==> config.mk <==
export PLATFORM = sky130hd
export DESIGN_NAME = adc_config_power_regs
export DESIGN_NICKNAME = d
export VERILOG_FILES = /design/src/adc_cfg_pkg.sv /design/src/adc_config_power_regs.sv /design/src/pin_sync.sv
export SDC_FILE = /design/constraint.sdc
export NUM_CORES = 1
export LEC_CHECK = 0
export BUFFER_PORTS_ARGS = -buffer_cell sky130_fd_sc_hd__buf_4
export CELL_PAD_IN_SITES_DETAIL_PLACEMENT = 1
export CELL_PAD_IN_SITES_GLOBAL_PLACEMENT = 1
export CORE_MARGIN = 2
export CORE_UTILIZATION = 40
export CTS_CLUSTER_SIZE = 28
export DETAILED_ROUTE_END_ITERATION = 8
export PLACE_DENSITY = 0.81
export SLEW_MARGIN = 40
export SYNTH_ARGS = -nofsm -noshare
export SYNTH_HDL_FRONTEND = slang
export SYNTH_SLANG_ARGS = --single-unit
export TNS_END_PERCENT = 50
==> constraint.sdc <==
create_clock -name mclk -period 3.15 [get_ports mclk]
set_input_delay 0.315 -clock mclk [delete_from_list [all_inputs] [get_ports mclk]]
set_output_delay 0.315 -clock mclk [all_outputs]
set_load 0.005 [all_outputs]
==> src/adc_cfg_pkg.sv <==
// constants, field layouts and carrier types for the converter control register bank
// assumes 8-bit registers in a 12-bit address space reached over a three-wire serial programming port
package adc_cfg_pkg;

    // ------------------------------------------------------------------
    // register addresses
    // ------------------------------------------------------------------
    localparam logic [11:0] ADDR_SOFT_RESET = 12'h000;
    localparam logic [11:0] ADDR_IF_CFG = 12'h007;
    localparam logic [11:0] ADDR_POWER = 12'h008;
    localparam logic [11:0] ADDR_PD_MASK = 12'h00D;
    localparam logic [11:0] ADDR_FUSE_LOAD = 12'h013;

    localparam logic [7:0] REG_DEFAULT = 8'h00;
    localparam logic [2:0] FIELD_ZERO = 3'h0;

    // ------------------------------------------------------------------
    // bit positions
    // ------------------------------------------------------------------
    localparam int SOFT_RESET_BIT = 0;
    localparam int FUSE_LOAD_BIT = 0;
    localparam int PWR_CLKBUF_BIT = 5;
    localparam int PWR_REFAMP_BIT = 4;
    localparam int PWR_CHAN_A_BIT = 2;
    localparam int PWR_CHAN_B_BIT = 1;
    localparam int PWR_GLOBAL_BIT = 0;
    localparam int KEEP_CLOCK_BUFFER_ON_BIT = 3;
    localparam int MASK_REFAMP_BIT = 2;
    localparam int MASK_BANDGAP_BIT = 1;

    // ------------------------------------------------------------------
    // serial frame layout
    // ------------------------------------------------------------------
    localparam logic [4:0] ADDR_WORD_BITS = 5'h10;
    localparam logic [4:0] LAST_BIT_INDEX = 5'h17;
    localparam logic [4:0] COUNT_LIMIT = 5'h18;
    localparam int RW_BIT = 15;

    // ------------------------------------------------------------------
    // field codes
    // ------------------------------------------------------------------
    localparam logic [2:0] MAP_TWO_LANE_18_14 = 3'h1;
    localparam logic [2:0] MAP_TWO_LANE_16 = 3'h2;
    localparam logic [2:0] MAP_ONE_LANE = 3'h3;
    localparam logic [2:0] MAP_HALF_LANE = 3'h4;
    localparam logic [2:0] LANE_TWO = 3'h3;
    localparam logic [2:0] LANE_ONE = 3'h4;
    localparam logic [2:0] LANE_HALF = 3'h5;

    // fuse-held defaults
    localparam logic [2:0] FUSE_DEFAULT_MAPPING = 3'h1;
    localparam logic [2:0] FUSE_DEFAULT_LANE = 3'h3;

    // ------------------------------------------------------------------
    // carrier types
    // ------------------------------------------------------------------
    typedef struct packed {
        logic [2:0] lane_bit_mapping;
        logic reserved;
        logic lane_mode_override;
        logic [2:0] lane_mode_select;
    } if_cfg_t;

    typedef struct packed {
        logic sample_clock_buffer_off;
        logic reference_amp_off;
        logic channel_a_off;
        logic channel_b_off;
        logic bandgap_off;
        logic global_sleep;
    } power_state_t;

    typedef struct packed {
        logic map_two_lane_18_14;
        logic map_two_lane_16;
        logic map_one_lane;
        logic map_half_lane;
        logic lane_two;
        logic lane_one;
        logic lane_half;
    } lane_state_t;

endpackage

==> src/adc_config_power_regs.sv <==
// control register bank: soft reset, output interface mapping, lane mode and power down
// assumes the serial clock is slower than mclk/8 and that pins are asynchronous to mclk
`timescale 1ns/1ps
module adc_config_power_regs (
    input wire logic mclk,
    input wire logic rst_n,
    input wire logic serial_select_n,
    input wire logic serial_clk,
    input wire logic sdio_in,
    output logic sdio_out,
    output logic sdio_oe_n,
    output adc_cfg_pkg::power_state_t power,
    output adc_cfg_pkg::lane_state_t lanes,
    output logic [2:0] active_bit_mapping,
    output logic [2:0] active_lane_mode
);

    // ------------------------------------------------------------------
    // pin synchronisation and serial clock edges
    // ------------------------------------------------------------------
    logic [2:0] pins_s;
    logic sclk_d_reg;

    pin_sync #(
        .WIDTH(3),
        .RESET_VALUE(3'h4)
    ) u_pin_sync (
        .mclk(mclk),
        .rst_n(rst_n),
        .pin({serial_select_n, serial_clk, sdio_in}),
        .pin_sync(pins_s)
    );

    wire sen_s = pins_s[2];
    wire sclk_s = pins_s[1];
    wire sdio_s = pins_s[0];
    wire frame_on = ~sen_s;
    wire sclk_rise = frame_on & sclk_s & ~sclk_d_reg;
    wire sclk_fall = frame_on & ~sclk_s & sclk_d_reg;

    // ------------------------------------------------------------------
    // serial frame engine
    // ------------------------------------------------------------------
    logic [4:0] count_reg;
    logic [4:0] count_next;
    logic [22:0] shift_reg;
    logic [22:0] shift_next;
    logic [7:0] rd_shift_reg;
    logic [7:0] rd_shift_next;
    logic drive_reg;
    logic drive_next;

    wire [23:0] frame_word = {shift_reg, sdio_s};
    wire count_full = (count_reg == adc_cfg_pkg::COUNT_LIMIT);
    wire addr_done = (count_reg == adc_cfg_pkg::ADDR_WORD_BITS);
    wire read_req = shift_reg[adc_cfg_pkg::RW_BIT] & (shift_reg[14:12] == adc_cfg_pkg::FIELD_ZERO);
    wire read_load = sclk_fall & addr_done & read_req & ~drive_reg;
    wire read_shift = sclk_fall & drive_reg & (count_reg > adc_cfg_pkg::ADDR_WORD_BITS);
    wire wr_strobe = sclk_rise & (count_reg == adc_cfg_pkg::LAST_BIT_INDEX)
                     & ~frame_word[23] & (frame_word[22:20] == adc_cfg_pkg::FIELD_ZERO);
    wire [11:0] wr_addr = frame_word[19:8];
    wire [7:0] wr_data = frame_word[7:0];
    wire [11:0] rd_addr = shift_reg[11:0];

    assign count_next = !frame_on ? 5'h00 : (sclk_rise & ~count_full) ? count_reg + 5'h01 : count_reg;
    assign shift_next = !frame_on ? 23'h00_0000 : sclk_rise ? frame_word[22:0] : shift_reg;
    assign drive_next = frame_on & (drive_reg | read_load);

    // ------------------------------------------------------------------
    // register storage
    // ------------------------------------------------------------------
    adc_cfg_pkg::if_cfg_t if_cfg_reg;
    adc_cfg_pkg::if_cfg_t if_cfg_next;
    logic [7:0] power_reg;
    logic [7:0] power_next;
    logic [7:0] mask_reg;
    logic [7:0] mask_next;
    logic cfg_written_reg;
    logic cfg_written_next;
    logic [2:0] applied_map_reg;
    logic [2:0] applied_map_next;

    wire soft_reset = wr_strobe & (wr_addr == adc_cfg_pkg::ADDR_SOFT_RESET)
                      & wr_data[adc_cfg_pkg::SOFT_RESET_BIT];
    wire fuse_load = wr_strobe & (wr_addr == adc_cfg_pkg::ADDR_FUSE_LOAD)
                     & wr_data[adc_cfg_pkg::FUSE_LOAD_BIT];
    wire wr_cfg = wr_strobe & (wr_addr == adc_cfg_pkg::ADDR_IF_CFG);
    wire wr_power = wr_strobe & (wr_addr == adc_cfg_pkg::ADDR_POWER);
    wire wr_mask = wr_strobe & (wr_addr == adc_cfg_pkg::ADDR_PD_MASK);

    // soft reset returns everything to defaults; the bit itself is never stored
    assign if_cfg_next = soft_reset ? adc_cfg_pkg::if_cfg_t'(adc_cfg_pkg::REG_DEFAULT)
                         : wr_cfg ? adc_cfg_pkg::if_cfg_t'(wr_data) : if_cfg_reg;
    assign cfg_written_next = soft_reset ? 1'b0 : (cfg_written_reg | wr_cfg);
    // fuse load discards earlier serial writes to the power and power-down mask registers
    assign power_next = (soft_reset | fuse_load) ? adc_cfg_pkg::REG_DEFAULT
                        : wr_power ? wr_data : power_reg;
    assign mask_next = (soft_reset | fuse_load) ? adc_cfg_pkg::REG_DEFAULT
                       : wr_mask ? wr_data : mask_reg;
    // mapping moves into effect only on fuse load
    assign applied_map_next = soft_reset ? adc_cfg_pkg::FUSE_DEFAULT_MAPPING
                              : !fuse_load ? applied_map_reg
                              : cfg_written_reg ? if_cfg_reg.lane_bit_mapping
                              : adc_cfg_pkg::FUSE_DEFAULT_MAPPING;

    // ------------------------------------------------------------------
    // readback
    // ------------------------------------------------------------------
    wire [7:0] rd_data = (rd_addr == adc_cfg_pkg::ADDR_IF_CFG) ? if_cfg_reg
                         : (rd_addr == adc_cfg_pkg::ADDR_POWER) ? power_reg
                         : (rd_addr == adc_cfg_pkg::ADDR_PD_MASK) ? mask_reg
                         : adc_cfg_pkg::REG_DEFAULT;

    assign rd_shift_next = read_load ? rd_data : read_shift ? {rd_shift_reg[6:0], 1'b0} : rd_shift_reg;

    // ------------------------------------------------------------------
    // effective controls
    // ------------------------------------------------------------------
    wire global_on = power_reg[adc_cfg_pkg::PWR_GLOBAL_BIT];
    adc_cfg_pkg::power_state_t power_state_next;
    adc_cfg_pkg::lane_state_t lanes_next;
    wire [2:0] lane_mode_next = if_cfg_reg.lane_mode_override ? if_cfg_reg.lane_mode_select
                                : adc_cfg_pkg::FUSE_DEFAULT_LANE;

    assign power_state_next.sample_clock_buffer_off = power_reg[adc_cfg_pkg::PWR_CLKBUF_BIT]
        | (global_on & ~mask_reg[adc_cfg_pkg::KEEP_CLOCK_BUFFER_ON_BIT]);
    assign power_state_next.reference_amp_off = power_reg[adc_cfg_pkg::PWR_REFAMP_BIT]
        | (global_on & ~mask_reg[adc_cfg_pkg::MASK_REFAMP_BIT]);
    assign power_state_next.channel_a_off = power_reg[adc_cfg_pkg::PWR_CHAN_A_BIT] | global_on;
    assign power_state_next.channel_b_off = power_reg[adc_cfg_pkg::PWR_CHAN_B_BIT] | global_on;
    assign power_state_next.bandgap_off = global_on & mask_reg[adc_cfg_pkg::MASK_BANDGAP_BIT];
    assign power_state_next.global_sleep = global_on;

    assign lanes_next.map_two_lane_18_14 = (applied_map_reg == adc_cfg_pkg::MAP_TWO_LANE_18_14);
    assign lanes_next.map_two_lane_16 = (applied_map_reg == adc_cfg_pkg::MAP_TWO_LANE_16);
    assign lanes_next.map_one_lane = (applied_map_reg == adc_cfg_pkg::MAP_ONE_LANE);
    assign lanes_next.map_half_lane = (applied_map_reg == adc_cfg_pkg::MAP_HALF_LANE);
    assign lanes_next.lane_two = (lane_mode_next == adc_cfg_pkg::LANE_TWO);
    assign lanes_next.lane_one = (lane_mode_next == adc_cfg_pkg::LANE_ONE);
    assign lanes_next.lane_half = (lane_mode_next == adc_cfg_pkg::LANE_HALF);

    assign sdio_out = rd_shift_reg[7];
    assign sdio_oe_n = ~drive_reg;

    // ------------------------------------------------------------------
    // flip-flops
    // ------------------------------------------------------------------
    always_ff @(posedge mclk)
    begin
        if (!rst_n)
        begin
            sclk_d_reg <= 1'b0;
            count_reg <= 5'h00;
            shift_reg <= 23'h00_0000;
            rd_shift_reg <= adc_cfg_pkg::REG_DEFAULT;
            drive_reg <= 1'b0;
        end
        else
        begin
            sclk_d_reg <= sclk_s;
            count_reg <= count_next;
            shift_reg <= shift_next;
            rd_shift_reg <= rd_shift_next;
            drive_reg <= drive_next;
        end
    end

    always_ff @(posedge mclk)
    begin
        if (!rst_n)
        begin
            if_cfg_reg <= adc_cfg_pkg::if_cfg_t'(adc_cfg_pkg::REG_DEFAULT);
            power_reg <= adc_cfg_pkg::REG_DEFAULT;
            mask_reg <= adc_cfg_pkg::REG_DEFAULT;
            cfg_written_reg <= 1'b0;
            applied_map_reg <= adc_cfg_pkg::FUSE_DEFAULT_MAPPING;
        end
        else
        begin
            if_cfg_reg <= if_cfg_next;
            power_reg <= power_next;
            mask_reg <= mask_next;
            cfg_written_reg <= cfg_written_next;
            applied_map_reg <= applied_map_next;
        end
    end

    always_ff @(posedge mclk)
    begin
        if (!rst_n)
        begin
            power <= '0;
            lanes <= '{map_two_lane_18_14: 1'b1, lane_two: 1'b1, default: 1'b0};
            active_bit_mapping <= adc_cfg_pkg::FUSE_DEFAULT_MAPPING;
            active_lane_mode <= adc_cfg_pkg::FUSE_DEFAULT_LANE;
        end
        else
        begin
            power <= power_state_next;
            lanes <= lanes_next;
            active_bit_mapping <= applied_map_reg;
            active_lane_mode <= lane_mode_next;
        end
    end

endmodule

==> src/pin_sync.sv <==
// two flip-flop synchroniser for a group of pin inputs
// assumes the pins are asynchronous to mclk; reset value is a constant per bit
`timescale 1ns/1ps
module pin_sync #(
    parameter int WIDTH = 1,
    parameter logic [WIDTH-1:0] RESET_VALUE = '0
) (
    input wire logic mclk,
    input wire logic rst_n,
    input wire logic [WIDTH-1:0] pin,
    output logic [WIDTH-1:0] pin_sync
);

    logic [WIDTH-1:0] stage1_reg;

    always_ff @(posedge mclk)
    begin
        if (!rst_n)
        begin
            stage1_reg <= RESET_VALUE;
            pin_sync <= RESET_VALUE;
        end
        else
        begin
            stage1_reg <= pin;
            pin_sync <= stage1_reg;
        end
    end

endmodule

==> results.toml, run 1 <==
[setup_path]
reg_to_reg_setup_timing_slack_ps = 650
critPathLaunchType = "flop"
cp.required_ps = 3450
crit_path_max_fanout = 32
worst_endpoint_data_arrival_time_ps = 2800
criticalPathCategory = "flop to flop"
critPathCaptureType = "flop"

[cts]
cts_tree = "done"
clkLatencyLatePin_ps = 360
numCtsBuffers = 9
cts_max_level = 3
clock_pin_transition_on_the_worst_setup_and_hold_timing_paths_ps = 90
clock_path_buffers = 2
cts_setup_buffers = 0
ctsHoldBuffers = 0
cts_num_sinks = 91
post_cts_resized = 0
clockRootBuffer = "sky130_fd_sc_hd__clkbuf_8"

[logic_synthesis]
postSynthAreaPerCell_sq_um = 8.49
yosys_warnings = 0
synth_cell_types = 46
synth_compound_area_share_pct = 18.9
netlist_area_sq_um = 3790
post_synth_most_frequent_cells = "sky130_fd_sc_hd__dfxtp_1, sky130_fd_sc_hd__nand2_1, sky130_fd_sc_hd__a21oi_1"
yosys.area.top_type_share_pct = 48.0
share_of_synthesized_area_spent_on_multiplexers_pct = 0
synth_ff_type = "sky130_fd_sc_hd__dfxtp_1"
yosys.cell_count.top_type = "sky130_fd_sc_hd__dfxtp_1"
synth_simple_gate_area_share_pct = 27.1
synth_seq_area_share_pct = 48.0
synth.net_count = 454
ys_async_sr_fraction_pct = 0
netlist.top_cell.by_area = "sky130_fd_sc_hd__dfxtp_1"
yosys.area_share.xor_xnor_pct = 0.923
synth.area.top_cells = "sky130_fd_sc_hd__dfxtp_1, sky130_fd_sc_hd__a21oi_1, sky130_fd_sc_hd__nand2_1"
synth-adder-area-share_pct = 0.659
synth_seq_cells = 91
synth_top_family_by_area = "simple AND/OR/NAND/NOR gates"
synth-edff-count = 0
number_of_cells_produced_by_synthesis = 447

[timing]
total_of_endpoints_with_negative_setup_slack_in_the_final_report = 0
slew-limit-headroom_pct = 45.4
finalCritPeriodShare_pct = 79.5
finalWorstPathRequiredPeriod_ps = 2500
setup_repair_after_global_routing_missed_its_margin = "no"
clock.fmax_mhz = 400
tns_ps = 0
worst_pin_slew_ps = 813
layout_skew_ps = 10.9
maxSlewViolCount = 0
finalHoldViolations = 0

[place]
place_congestion = 0.798
post-place-cells = 575
place.detailed.hpwl_microns = 6640
port_buffers = 25

[die]
floorplan.core_area_sq_um = 9240
rows = 35
die_x_microns = 101
initial_core_util_pct = 41.1
pin_count = 26
die-area_sq_um = 10300
die-height_microns = 101

[power_and_ir_drop]
power-per-cell-area_nw_per_um2 = 440
static-leakage-power_nw = 1.39
vdd_drop_max_mv = 0.306

[drt]
drc_marker_count_from_the_first_detailed_route_iteration = 142
ant_nets = 0
via_per_inst = 5.64
detail_route.first_pass.iterations = 4
routed_wl_per_cell_microns = 16.7
routed-via-count = 3327
drc = 0
drt-total-wl_microns = 9880

[layout]
final_cells = 590
finish.utilization_pct = 46.1
number_of_fill_cells = 1082
final_layout_size_suffix_gt1_share_pct = 15.0
area_overhead_of_the_layout_relative_to_synthesis_pct = 12.3
largest_register_ff_count = 23
num_antenna_cells = 0
finalNetCount = 464

[flow_run]
maxCapViolCount = 0

[global_routing]
grt_antenna_before_repair = 0
grt_max_degree = 33
grtUsageTotal_pct = 19.8
grt_first_pass_wirelength_microns = 16100
grt_remaining_overflow = 0
number_of_global_route_vias_before_repair = 3303

[outcome]
status = "finished, final reports clean"

[worst_hold_path]
worstHoldPathType = "input port to flop"
==> routing by layer <==
| metal | global-route usage [%] | share of wire [%] | vias to the layer above |
|---|---|---|---|
| met3 | 4.97 | 3.4 | 15 |
| met2 | 34.5 | 49 | 54 |
| met1 | 23.7 | 45 | 1633 |
| met5 | 0 | 0 | - |
| met4 | 6.86 | 1.6 | 0 |
| li1 | - | - | 1625 |
==> power by group <==
part / total, mW / internal (mW) / switching, mW
clock network: 0.691 / 0.287 / 0.405
registers: 1.16 / 1.15 / 0.00311
logic: 0.0302 / 0.0101 / 0.0201
total: 1.88 / 1.45 / 0.428
==> critical path, stage by stage, from the launching register on <==
cell                      delay [ps]
sky130_fd_sc_hd__dfxtp_1         390
sky130_fd_sc_hd__or4b_1          570
sky130_fd_sc_hd__or4_4           740
sky130_fd_sc_hd__or4_1           590
sky130_fd_sc_hd__a21oi_1         140
==> per-stage QoR <==
stage / hold WS [ps] / setup slack [ps] / cell area (sq um) / total power, mW
5_1_grt: 146 / 485 / 4260 / 1.96
2_1_floorplan: 386 / 806 / 3790 / 1.20
6_report: 145 / 647 / 4260 / 1.88
3_5_place_dp: 418 / 657 / 4100 / 1.21
4_1_cts: 136 / 633 / 4260 / 1.90
3_3_place_gp: 396 / 721 / 4090 / 1.21
==> cell usage in the layout (no fill, tap or decap), types with 2 or more instances in the layout <==
cell type                     n
sky130_fd_sc_hd__o21ai_0     40
sky130_fd_sc_hd__buf_4       36
sky130_fd_sc_hd__o31ai_1      4
sky130_fd_sc_hd__a21oi_1     50
sky130_fd_sc_hd__inv_1        4
sky130_fd_sc_hd__or4_4        2
sky130_fd_sc_hd__and2_1       9
sky130_fd_sc_hd__xor2_1       3
sky130_fd_sc_hd__and4_1       2
sky130_fd_sc_hd__nor3_1      11
sky130_fd_sc_hd__and3b_1      2
sky130_fd_sc_hd__nor3b_1     13
sky130_fd_sc_hd__o221a_2      7
sky130_fd_sc_hd__nor4_1       5
sky130_fd_sc_hd__o21a_1       5
sky130_fd_sc_hd__nand4_1     22
sky130_fd_sc_hd__clkinvlp_4   2
sky130_fd_sc_hd__nor3b_2      3
sky130_fd_sc_hd__nand2_1     60
sky130_fd_sc_hd__clkbuf_8     9
sky130_fd_sc_hd__inv_6        2
sky130_fd_sc_hd__nor2b_1      4
sky130_fd_sc_hd__nor2_1       9
sky130_fd_sc_hd__dfxtp_1     91
sky130_fd_sc_hd__and3_1      11
sky130_fd_sc_hd__a211oi_1     8
sky130_fd_sc_hd__nand3_1     19
sky130_fd_sc_hd__nand2b_1     3
sky130_fd_sc_hd__ha_1         2
sky130_fd_sc_hd__or2_2        2
==> logic make-up after synthesis <==
logic type | after synthesis
AND/OR/NAND/NOR | 188
AO/OA/AOI/OAI | 121
flip-flops | 91
buffers and inverters | 41
XOR/XNOR | 4
adder cells (fa/ha/maj) | 2
==> layout make-up <==
class | count | area, sq um | area share [%]
well taps | 129 | 161 | 3.79
multi-input cells | 315 | 1830 | 42.9
flip-flops and latches | 91 | 1820 | 42.7
repair buffers | 36 | 270 | 6.34
inverters | 4 | 15.0 | 0.352
clock buffers | 10 | 128 | 2.99
clock inverters | 5 | 37.5 | 0.881
==> final timing paths <==
check / startpoint / endpoint / depth (start not counted)
worst max-delay path: count_reg[4] / applied_map_reg[2] / 4
worst min-delay path: serial_select_n / u_pin_sync.stage1_reg[2] / 2
worst max register to register: count_reg[4] / applied_map_reg[2] / 4
worst min register to register: u_pin_sync.stage1_reg[1] / u_pin_sync.pin_sync[1] / 1
No activity file was read; power rests on OpenSTA's default activity.
==> inputs of run 2 (changes only) <==
Clock period 3.15 ns to 2.6 ns, I/O delays scaled along.
==> results.toml, run 2 (same netlist as run 1, synthesis figures left out) <==
[global_routing]
number_of_global_route_vias_before_repair = 3455
grtUsageTotal_pct = 20.5
grt_max_degree = 33
grt_remaining_overflow = 0
grt_first_pass_wirelength_microns = 16700
grt_antenna_before_repair = 0

[cts]
clock_pin_transition_on_the_worst_setup_and_hold_timing_paths_ps = 90
clkLatencyLatePin_ps = 370
cts_tree = "done"
cts_setup_buffers = 0
clockRootBuffer = "sky130_fd_sc_hd__clkbuf_8"
cts_max_level = 3
numCtsBuffers = 9
cts_num_sinks = 91
clock_path_buffers = 2
ctsHoldBuffers = 0
post_cts_resized = 0

[outcome]
status = "finished, final reports clean"

[layout]
final_layout_size_suffix_gt1_share_pct = 15.9
largest_register_ff_count = 23
commonest_cells_after_routing_fill_and_taps_aside = "sky130_fd_sc_hd__dfxtp_1, sky130_fd_sc_hd__nand2_1, sky130_fd_sc_hd__a21oi_1"
final_design_area_no_fill_sq_um = 4320
layout.cells.most_common = "sky130_fd_sc_hd__dfxtp_1"
area_overhead_of_the_layout_relative_to_synthesis_pct = 13.9
num_antenna_cells = 0
finalNetCount = 468

[power_and_ir_drop]
power_switching_share_pct = 23.1
power.internal_mw = 1.86
power_frac_comb_pct = 1.5
clock_power_share_pct = 40.6
static-leakage-power_nw = 1.43
vdd_drop_max_mv = 0.253
net-switching-power_mw = 0.559
power-per-cell-area_nw_per_um2 = 560
pwr-share-seq_pct = 57.9

[place]
port_buffers = 25
dpl_cell_area_sq_um = 4120
place.detailed.hpwl_microns = 6760
place_congestion = 0.791

[setup_path]
reg_to_reg_setup_timing_slack_ps = 200
critPathCaptureType = "flop"
worstReg2RegStart = "count_reg[4]"
critPathLaunchType = "flop"
criticalPathCategory = "flop to flop"
timing.reg2reg.worst_path_depth = 5
worst_endpoint_data_arrival_time_ps = 2660
r2r-end = "applied_map_reg[0]"
crit_path_max_fanout = 25
cp.required_ps = 2860

[drt]
detail_route.first_pass.iterations = 4
ant_nets = 0
drc_marker_count_from_the_first_detailed_route_iteration = 155
via_per_inst = 5.73
drc = 0
routed-via-count = 3407
routed_wl_per_cell_microns = 16.6
drt-total-wl_microns = 9900

[timing]
hold-worst-slack_ps = 87.4
maxSlewViolCount = 0
setup_repair_after_global_routing_missed_its_margin = "no"
finalWorstPathRequiredPeriod_ps = 2400
slew-limit-headroom_pct = 60.9
tns_ps = 0
total_of_endpoints_with_negative_setup_slack_in_the_final_report = 0
worst_pin_slew_ps = 583
layout_skew_ps = 11.5
finalCritPeriodShare_pct = 92.4
finalHoldViolations = 0
clock.fmax_mhz = 416

[worst_hold_path]
timing.hold.worst_path_depth = 2
hp-start = "serial_select_n"
worstHoldPathType = "input port to flop"
hold_end = "u_pin_sync.stage1_reg[2]"

[die]
die_x_microns = 101
pin_count = 26
floorplan.core_area_sq_um = 9240
die-area_sq_um = 10300
die-height_microns = 101
initial_core_util_pct = 41.1
rows = 35

[flow_run]
maxCapViolCount = 0
[run 2: cell types whose count changed in the layout (fill, tap and decap cells not counted)]
cell / delta
sky130_fd_sc_hd__buf_4: +4
sky130_fd_sc_hd__bufinv_16: +1
sky130_fd_sc_hd__clkbuf_1: -1
sky130_fd_sc_hd__clkinv_4: +1
sky130_fd_sc_hd__nor3b_1: +1
sky130_fd_sc_hd__nor3b_2: -1
[run 2: critical path, cell delays in order, from the launching register on]
cell and delay [ps]:
sky130_fd_sc_hd__dfxtp_1 410, sky130_fd_sc_hd__or4b_1 600, sky130_fd_sc_hd__or4_4 630, sky130_fd_sc_hd__buf_4 240
sky130_fd_sc_hd__nor4_1 310, sky130_fd_sc_hd__o21bai_1 100
[run 2: routing by layer]
metal | vias to the layer above | GRT usage (%) | wire length, microns
li1 | 1632 | - | -
met1 | 1699 | 25.7 | 4600
met2 | 58 | 34.8 | 4890
met3 | 18 | 4.35 | 252
met4 | 0 | 6.96 | 156
met5 | - | 0 | 0
[run 2: area by class of cell]
class                   count  area [sq um]
fillers                  1123          4920
multi-input cells         315          1820
flip-flops and latches     91          1820
repair buffers             40           300
well taps                 129           161
clock buffers               9           124
clock inverters             7          76.3
inverters                   4          15.0
[run 2: stage by stage]
step	setup WS, ps	total power, mW	cells	util, %
final	199	2.42	595	46.8
after global routing	107	2.51	595	46.8
after CTS	190	2.45	595	46.7
after detailed placement	212	1.47	579	44.6
after global placement	269	1.47	579	44.5
after floorplan	256	1.46	447	-
[run 2: worst max-delay path by stage]
stage | startpoint | endpoint | slack, ps
6_report | count_reg[4] | applied_map_reg[0] | 200
2_1_floorplan | shift_reg[12] | applied_map_reg[1] | 260
3_3_place_gp | count_reg[4] | applied_map_reg[1] | 270
4_1_cts | count_reg[4] | applied_map_reg[0] | 190
5_1_grt | count_reg[4] | applied_map_reg[0] | 110
3_5_place_dp | count_reg[4] | applied_map_reg[0] | 210
[run 2: power by group through the flow]
| stage | combinational [mW] | clock [mW] | sequential, mW |
|---|---|---|---|
| after floorplan | 0.0234 | 0 | 1.43 |
| after global placement | 0.0354 | 0 | 1.43 |
| after detailed placement | 0.0370 | 0 | 1.43 |
| after CTS | 0.0372 | 1.01 | 1.40 |
| after global routing | 0.0408 | 1.06 | 1.40 |
| final | 0.0369 | 0.982 | 1.40 |
